<file path="config.mk">
export PLATFORM = sky130hd
export DESIGN_NAME = tcd_diag_record
export DESIGN_NICKNAME = d
export VERILOG_FILES = /design/src/tcd_pkg.sv /design/src/tcd_diag_record.sv
export SDC_FILE = /design/constraint.sdc
export NUM_CORES = 1
export LEC_CHECK = 0
export BUFFER_PORTS_ARGS = -buffer_cell sky130_fd_sc_hd__buf_4
export CORE_ASPECT_RATIO = 1.25
export CORE_MARGIN = 5
export CORE_UTILIZATION = 30
export DETAILED_ROUTE_END_ITERATION = 8
export PLACE_DENSITY = 0.56
export SYNTH_ARGS = -nofsm -noshare
export SYNTH_HDL_FRONTEND = slang
export SYNTH_SLANG_ARGS = --single-unit
</file>
<file path="constraint.sdc">
create_clock -name CLK_SYS -period 2.93 [get_ports CLK_SYS]
set_input_delay 0.4395 -clock CLK_SYS [delete_from_list [all_inputs] [get_ports CLK_SYS]]
set_output_delay 0.4395 -clock CLK_SYS [all_outputs]
set_load 0.1 [all_outputs]
</file>
<file path="src/tcd_pkg.sv">
// package: constants of the thermocouple diagnostic record
package tcd_pkg;
    // ****************************************
    // record addressing
    // ****************************************
    localparam logic [7:0]  SET_SHORT     = 8'h00;
    localparam logic [7:0]  SET_FULL      = 8'h01;
    localparam logic [15:0] IDX_SHORT     = 16'h2F00;
    localparam logic [15:0] IDX_FULL      = 16'h2F01;
    localparam logic [7:0]  SUB_FIRST     = 8'h02;
    localparam logic [7:0]  SUB_CLASS     = 8'h03;
    localparam logic [7:0]  SUB_RSVD2     = 8'h04;
    localparam logic [7:0]  SUB_INTERR    = 8'h05;
    localparam logic [7:0]  SUB_KIND      = 8'h06;
    localparam logic [7:0]  SUB_NUMBITS   = 8'h07;
    localparam logic [7:0]  SUB_CHANNEL_COUNT     = 8'h08;
    localparam logic [7:0]  SUB_GRPERR    = 8'h09;
    localparam logic [7:0]  SUB_CH0       = 8'h0A;
    localparam logic [7:0]  SUB_CH1       = 8'h0B;
    localparam logic [7:0]  SUB_UNUSED_LO = 8'h0C;
    localparam logic [7:0]  SUB_UNUSED_HI = 8'h11;
    localparam logic [7:0]  SUB_STAMP     = 8'h13;
    localparam logic [4:0]  SHORT_LEN     = 5'h04;
    localparam logic [4:0]  FULL_LEN      = 5'h16;
    // ****************************************
    // fixed values and field positions
    // ****************************************
    localparam logic [3:0]  CLASS_ANALOG  = 4'h5;
    localparam int          CLASS_CHINFO  = 4;
    localparam logic [7:0]  CLASS_RESET   = 8'h15;
    localparam logic [6:0]  KIND_AI       = 7'h71;
    localparam logic [7:0]  NUM_BITS      = 8'h08;
    localparam logic [7:0]  NUM_CH        = 8'h02;
    localparam int          ME_FAIL       = 0;
    localparam int          ME_INT        = 1;
    localparam int          ME_EXT        = 2;
    localparam int          ME_CHAN       = 3;
    localparam int          ME_AUX        = 4;
    localparam int          ME_PARAM      = 7;
    localparam int          IE_OVF        = 3;
    localparam int          IE_COMM       = 4;
    localparam int          CE_PARAM      = 0;
    localparam int          CE_BREAK      = 4;
    localparam int          CE_UNDER      = 6;
    localparam int          CE_OVER       = 7;
    // ****************************************
    // timing
    // ****************************************
    localparam int          CLK_MHZ       = 100;
    localparam int          TICK_US       = 1;
    localparam int          TICK_CYC      = CLK_MHZ * TICK_US;
endpackage : tcd_pkg

</file>
<file path="src/tcd_diag_record.sv">
// module: diagnostic record of a two-channel thermocouple input
// Functional notes
// - error byte bits 0-3: failure, internal, external, any channel error
// - error byte bit 4 aux supply missing, bit 7 param error, 6:5 reserved
// - info byte bits 3:0 hold analog class 0101b, 7:5 reserved
// - info byte bit 4 flags channel info present, default 15h
// - second diagnostic byte bit 3 buffer overflow, bit 4 comm error
// - channel kind byte reports analog input 71h, bit 7 reserved
// - diagnostic bits per channel reads constant 08h
// - channel count reads constant 02h
// - group error byte bit 0 group 0, bit 1 group 1
// - channel byte bit 0 parameterization error, bits 3:1 reserved
// - channel byte bit 4 wire break, bit 5 reserved
// - channel byte bit 6 underflow, bit 7 overflow
// - ticker value latched into four-byte timestamp on a diagnostic event
// - microsecond timer cleared at power-on, counts up from zero
// - timer is 32 bits and wraps to zero
// - error bytes, reserved bytes and timestamp default to zero
// - record bytes from subindex 02h, timestamp at 13h, set 01h/2F01h
// - first four bytes also readable through set 00h or 2F00h
// - no interrupt; channel error lights its channel indicator and enters record
`timescale 1ns/1ps
module tcd_diag_record (
    input  wire logic        CLK_SYS,
    input  wire logic        RSTN,
    input  wire logic        MOD_FAIL,
    input  wire logic        INT_ERR,
    input  wire logic        EXT_ERR,
    input  wire logic        AUX_MISSING,
    input  wire logic        PARAM_ERR,
    input  wire logic        BUF_OVERFLOW,
    input  wire logic        COMM_ERR,
    input  wire logic [1:0]  CH_PARAM_ERR,
    input  wire logic [1:0]  CH_WIRE_BREAK,
    input  wire logic [1:0]  CH_UNDERFLOW,
    input  wire logic [1:0]  CH_OVERFLOW,
    input  wire logic        RD_REQ,
    input  wire logic        RD_BY_INDEX,
    input  wire logic [7:0]  RECORD_SET_NUMBER,
    input  wire logic [15:0] OBJECT_INDEX,
    input  wire logic [7:0]  OBJECT_SUBINDEX,
    output logic             RD_ACK,
    output logic             RD_ERR,
    output logic [7:0]       RD_DATA,
    output logic [1:0]       CH_LED,
    output logic [31:0]      US_TICKER
);
    // ****************************************
    // microsecond ticker
    // ****************************************
    logic [6:0]  pre_r;
    logic [6:0]  pre_nxt;
    logic [31:0] tick_r;
    logic [31:0] tick_nxt;

    always_comb
    begin
        pre_nxt  = pre_r + 7'h01;
        tick_nxt = tick_r;
        if (pre_r == 7'(tcd_pkg::TICK_CYC - 1))
        begin
            pre_nxt  = 7'h00;
            tick_nxt = tick_r + 32'h0000_0001;
        end
    end

    always_ff @(posedge CLK_SYS or negedge RSTN)
    begin
        if (!RSTN)
        begin
            pre_r  <= 7'h00;
            tick_r <= 32'h0000_0000;
        end
        else
        begin
            pre_r  <= pre_nxt;
            tick_r <= tick_nxt;
        end
    end

    // ****************************************
    // helpers
    // ****************************************
    function automatic logic [7:0] new_bits(input logic [7:0] nxt_v,
                                            input logic [7:0] cur_v);
        return nxt_v & ~cur_v;
    endfunction : new_bits

    function automatic logic addr_hit(input logic        by_idx,
                                      input logic [7:0]  set_v,
                                      input logic [15:0] idx_v,
                                      input logic [7:0]  want_set,
                                      input logic [15:0] want_idx);
        return by_idx ? (idx_v == want_idx) : (set_v == want_set);
    endfunction : addr_hit

    function automatic logic sub_in(input logic [7:0] sub_v,
                                    input logic [4:0] len_v);
        return (sub_v >= tcd_pkg::SUB_FIRST)
            && (sub_v < tcd_pkg::SUB_FIRST + {3'h0, len_v});
    endfunction : sub_in

    // ****************************************
    // channel bytes
    // ****************************************
    logic [7:0]  chan_err_r [2];
    logic [7:0]  chan_err_nxt [2];
    logic [7:0]  grp_err_r;
    logic [7:0]  grp_err_nxt;

    always_comb
    begin
        for (int i = 0; i < 2; i++)
        begin
            chan_err_nxt[i] = 8'h00;
            chan_err_nxt[i][tcd_pkg::CE_PARAM] = CH_PARAM_ERR[i];
            chan_err_nxt[i][tcd_pkg::CE_BREAK] = CH_WIRE_BREAK[i];
            chan_err_nxt[i][tcd_pkg::CE_UNDER] = CH_UNDERFLOW[i];
            chan_err_nxt[i][tcd_pkg::CE_OVER]  = CH_OVERFLOW[i];
        end
        grp_err_nxt = {6'h00, |chan_err_nxt[1], |chan_err_nxt[0]};
    end

    always_ff @(posedge CLK_SYS or negedge RSTN)
    begin
        if (!RSTN)
        begin
            chan_err_r[0] <= 8'h00;
            chan_err_r[1] <= 8'h00;
            grp_err_r     <= 8'h00;
        end
        else
        begin
            chan_err_r[0] <= chan_err_nxt[0];
            chan_err_r[1] <= chan_err_nxt[1];
            grp_err_r     <= grp_err_nxt;
        end
    end

    // ****************************************
    // module and internal bytes
    // ****************************************
    logic [7:0]  mod_err_r;
    logic [7:0]  mod_err_nxt;
    logic [7:0]  int_err_r;
    logic [7:0]  int_err_nxt;

    always_comb
    begin
        mod_err_nxt = 8'h00;
        mod_err_nxt[tcd_pkg::ME_FAIL]  = MOD_FAIL;
        mod_err_nxt[tcd_pkg::ME_INT]   = INT_ERR;
        mod_err_nxt[tcd_pkg::ME_EXT]   = EXT_ERR;
        mod_err_nxt[tcd_pkg::ME_CHAN]  = |grp_err_nxt;
        mod_err_nxt[tcd_pkg::ME_AUX]   = AUX_MISSING;
        mod_err_nxt[tcd_pkg::ME_PARAM] = PARAM_ERR;
        int_err_nxt = 8'h00;
        int_err_nxt[tcd_pkg::IE_OVF]  = BUF_OVERFLOW;
        int_err_nxt[tcd_pkg::IE_COMM] = COMM_ERR;
    end

    always_ff @(posedge CLK_SYS or negedge RSTN)
    begin
        if (!RSTN)
        begin
            mod_err_r <= 8'h00;
            int_err_r <= 8'h00;
        end
        else
        begin
            mod_err_r <= mod_err_nxt;
            int_err_r <= int_err_nxt;
        end
    end

    // ****************************************
    // diagnostic timestamp
    // ****************************************
    logic [31:0] stamp_r;
    logic [31:0] stamp_nxt;
    logic        event_hit;

    always_comb
    begin
        event_hit = |(new_bits(mod_err_nxt, mod_err_r)
                    | new_bits(int_err_nxt, int_err_r)
                    | new_bits(chan_err_nxt[0], chan_err_r[0])
                    | new_bits(chan_err_nxt[1], chan_err_r[1]));
        stamp_nxt = event_hit ? tick_r : stamp_r;
    end

    always_ff @(posedge CLK_SYS or negedge RSTN)
    begin
        if (!RSTN)
        begin
            stamp_r <= 32'h0000_0000;
        end
        else
        begin
            stamp_r <= stamp_nxt;
        end
    end

    // ****************************************
    // record read port
    // ****************************************
    function automatic logic [7:0] rec_byte(input logic [7:0] sub);
        logic [7:0] b;
        b = 8'h00;
        unique case (sub)
            tcd_pkg::SUB_FIRST:   b = mod_err_r;
            tcd_pkg::SUB_CLASS:   b = {3'h0, 1'b1, tcd_pkg::CLASS_ANALOG};
            tcd_pkg::SUB_INTERR:  b = int_err_r;
            tcd_pkg::SUB_KIND:    b = {1'b0, tcd_pkg::KIND_AI};
            tcd_pkg::SUB_NUMBITS: b = tcd_pkg::NUM_BITS;
            tcd_pkg::SUB_CHANNEL_COUNT:   b = tcd_pkg::NUM_CH;
            tcd_pkg::SUB_GRPERR:  b = grp_err_r;
            tcd_pkg::SUB_CH0:     b = chan_err_r[0];
            tcd_pkg::SUB_CH1:     b = chan_err_r[1];
            tcd_pkg::SUB_RSVD2:   b = 8'h00;
            tcd_pkg::SUB_STAMP:   b = stamp_r[7:0];
            tcd_pkg::SUB_STAMP + 8'h01: b = stamp_r[15:8];
            tcd_pkg::SUB_STAMP + 8'h02: b = stamp_r[23:16];
            tcd_pkg::SUB_STAMP + 8'h03: b = stamp_r[31:24];
            default:              b = 8'h00;
        endcase
        return b;
    endfunction : rec_byte

    // ****************************************
    // read answer
    // ****************************************
    logic       ack_nxt;
    logic       err_nxt;
    logic [7:0] data_nxt;
    logic       full_sel;
    logic       short_sel;
    logic       in_full;
    logic       in_short;

    always_comb
    begin
        full_sel  = addr_hit(RD_BY_INDEX, RECORD_SET_NUMBER, OBJECT_INDEX,
                             tcd_pkg::SET_FULL, tcd_pkg::IDX_FULL);
        short_sel = addr_hit(RD_BY_INDEX, RECORD_SET_NUMBER, OBJECT_INDEX,
                             tcd_pkg::SET_SHORT, tcd_pkg::IDX_SHORT);
        in_full   = sub_in(OBJECT_SUBINDEX, tcd_pkg::FULL_LEN);
        in_short  = sub_in(OBJECT_SUBINDEX, tcd_pkg::SHORT_LEN);
        ack_nxt   = RD_REQ;
        err_nxt   = 1'b0;
        data_nxt  = 8'h00;
        if (RD_REQ)
        begin
            if ((full_sel && in_full) || (short_sel && in_short))
                data_nxt = rec_byte(OBJECT_SUBINDEX);
            else
                err_nxt = 1'b1;
        end
    end

    always_ff @(posedge CLK_SYS or negedge RSTN)
    begin
        if (!RSTN)
        begin
            RD_ACK  <= 1'b0;
            RD_ERR  <= 1'b0;
            RD_DATA <= 8'h00;
        end
        else
        begin
            RD_ACK  <= ack_nxt;
            RD_ERR  <= err_nxt;
            RD_DATA <= data_nxt;
        end
    end

    // ****************************************
    // outputs
    // ****************************************
    // channel indicators, no interrupt
    assign CH_LED    = grp_err_r[1:0];
    assign US_TICKER = tick_r;
endmodule : tcd_diag_record

</file>
==> flow_summary.json <==
{
  "coreArea_mm2": 0.0150,
  "ctsHoldBuffers": 0,
  "arrival_ns": 2.56,
  "cts_setup_buffers": 0,
  "grt_overflow": 0,
  "fin_setup_tns_ns": 0,
  "cellPowerDensity_mw_per_mm2": 456,
  "r2r-start": "pre_r[0]",
  "max-cap-violations": 0,
  "start_util_pct": 30.6,
  "crit_fanout": 6,
  "fin_skew_ns": 0.00508,
  "grt_max_degree": 100,
  "drc": 0,
  "grtUsageTotal_pct": 13.6,
  "ys_types": 61,
  "yosysMostFrequentCell": "dfrtp_1",
  "std_cell_rows": 50,
  "cts_sinks": 99,
  "ant_nets": 0,
  "critPathLaunchType": "register",
  "clkLatencyLatePin_ns": 0.34,
  "ys_seq_elements": 99,
  "synthFlopType": "dfrtp_1",
  "reg2reg_depth": 6,
  "multi_input_area_mm2": 0.00196,
  "crit_family": "simple AND/OR/NAND/NOR gates",
  "netlist_top_cells_count": "dfrtp_1 (99), mux2_2 (32), nand2_1 (28)",
  "fin_crit_ns": 2.29,
  "grt_pass1_wl_mm": 19.3,
  "boundaryPins": 95,
  "ctsRootBufferMaster": "clkbuf_16",
  "place_hpwl_mm": 9.08,
  "path_clk_slew_ns": 0.07,
  "slew_headroom_pct": 60.9,
  "wire_per_inst_um": 17.6,
  "synthesis.nets": 450,
  "via_per_inst": 5.09,
  "cpPeakStageDelay_ns": 0.42,
  "regToRegSetupSlack_ns": 0.64,
  "cts_buffers": 9,
  "cp_cell_sequence": "ha_1 -> nand4bb_2 -> nor4_4 -> nand4_1 -> nor3_1 -> xor2_1",
  "antenna_found_initial": 0,
  "p_leak_nw": 2.63,
  "cp_num_buf_inv": 0,
  "hold_class": "input pin to async pin",
  "end_kind": "register",
  "cp_slowest_cell": "nor4_4",
  "ys_top_cells_by_area": "dfrtp_1 (54%), mux2_2 (7.9%), xnor2_1 (5.0%), nand4_1 (2.6%), nand2_1 (2.3%)",
  "drt_iter0_drc": 235,
  "first_pass_iters": 4,
  "place_inst": 666,
  "areaGrowthSynthToFinish_pct": 26.0,
  "chipHeight_um": 148,
  "finalInstanceArea_mm2": 0.00578,
  "ctsLongestPathBuffers": 2,
  "r2r_end": "US_TICKER[29]",
  "n_fill_cell": 1508,
  "num_antenna_cells": 0,
  "ir_drop_mv": 0.198,
  "grt_pass1_vias": 3605,
  "cts_tree": "yes",
  "path_class": "register to register",
  "ys_seq_area_share_pct": 54.0,
  "tightestPinTransition_ns": 0.579,
  "netlist.area_leader.share_pct": 54.0,
  "synth-async-reset-ratio_pct": 100,
  "cp.required_ns": 3.20,
  "fmaxAchievable_ghz": 0.437,
  "rsz0062_at_grt": "false",
  "ctsResizeCount": 0,
  "drv_slew": 0,
  "finalSetupViolCount": 0,
  "crit_start": "pre_r[0]",
  "post_dp_cell_area_mm2": 0.00552,
  "seq_area_mm2": 0.00248,
  "dieArea_mm2": 0.0179,
  "finalHoldViolCount": 0,
  "synth_edf_count": 0,
  "nets": 548,
  "drive_gt1_share_pct": 32.2,
  "gp_congestion": 0.860,
  "netlist_instances": 397,
  "wl_mm": 12.0,
  "die_x_um": 121,
  "synthDominantAreaCellType": "dfrtp_1",
  "numPortBuffers": 94,
  "fin_crit_sh_pct": 78.1,
  "htreeDepth": 3,
  "status": "complete, no violations",
  "vias": 3468,
  "synth_area_per_cell_um2": 11.6,
  "ys_warn_count": 0,
  "fin_cells": 682,
  "syn_area_mm2": 0.00459
}
-- registers in the layout, summed over array words and instances (netlist names) --
name,flops
RD_ACK,1
pre_r,7
stamp_r,32
int_err_r,2
RD_DATA,8
chan_err_r,8
grp_err_r,2
mod_err_r,6
RD_ERR,1
US_TICKER,32
-- worst max path at each step --
stage | to | depth (start not counted)
3_3_place_gp | stamp_r[8] | 6
4_1_cts | US_TICKER[29] | 6
6_report | US_TICKER[29] | 6
2_1_floorplan | US_TICKER[29] | 5
3_5_place_dp | stamp_r[4] | 6
5_1_grt | US_TICKER[29] | 6
-- worst register-to-register path: stages (launching register included) --
cell,delay [ns]
dfrtp_1,0.37
ha_1,0.27
nand4bb_2,0.26
nor4_4,0.42
nand4_1,0.42
nor3_1,0.33
xor2_1,0.16
-- per-stage QoR --
| stage | setup WS, ns | total power [mW] | util (%) | hold WS [ns] |
|---|---|---|---|---|
| detailed placement | 0.595 | 1.60 | 36.8 | 0.457 |
| global route | 0.488 | 2.74 | 38.5 | 0.200 |
| global placement | 0.618 | 1.60 | 36.8 | 0.443 |
| CTS | 0.605 | 2.67 | 38.5 | 0.179 |
| finish | 0.640 | 2.63 | 38.5 | 0.159 |
| floorplan | 0.461 | 1.49 | - | 0.144 |
-- layer usage --
layer | track usage (%) | part of all wire [%] | routed length [um]
met1 | 17.6 | 43 | 5150
met2 | 22.7 | 50 | 6010
met3 | 2.78 | 5.8 | 691
met4 | 4.42 | 1.3 | 157
met5 | 0 | 0 | 0
-- cells in the final DEF, fill, tap and decap left out, types with 4 or more instances in the layout --
master	synthesis	final
mux2i_1	6	6
nand4_1	19	19
nand3_1	16	16
nor2_1	18	18
a21oi_1	8	8
xor2_1	8	8
mux2_2	32	32
clkbuf_16	0	9
nand2_1	28	28
xnor2_1	26	26
a31oi_1	5	5
a22oi_1	4	4
nand2b_1	6	6
buf_4	3	100
nor3_1	6	6
a22o_1	7	7
o21ai_0	9	9
dfrtp_1	99	99
inv_1	22	22
and3_1	4	4
-- area by class of cell --
type	instances	share of cell area [%]
clock buffers	11	4.03
clock inverters	5	0.519
inverters	22	1.43
multi-input cells	262	33.9
flip-flops and latches	99	42.9
well taps	182	3.94
repair buffers	101	13.3
-- cells by family (layout without fill, tap and decap cells) --
group / after synthesis / in the layout / synth area share (%)
fa+ha+maj: 2 / 2 / 0.545
mux: 39 / 39 / 9.41
xor+xnor: 34 / 34 / 6.49
simple gates: 128 / 128 / 16.8
compound gates: 59 / 59 / 9.44
buf+inv: 36 / 139 / 3.30
flops: 99 / 99 / 54.0
-- report_power, final --
group | leakage, nW | switching [mW] | internal [mW]
clock | 0.125 | 0.491 | 0.572
combinational | 1.19 | 0.108 | 0.0776
sequential | 1.31 | 0.00767 | 1.38
Note: power is estimated with default switching activity, not from simulation.
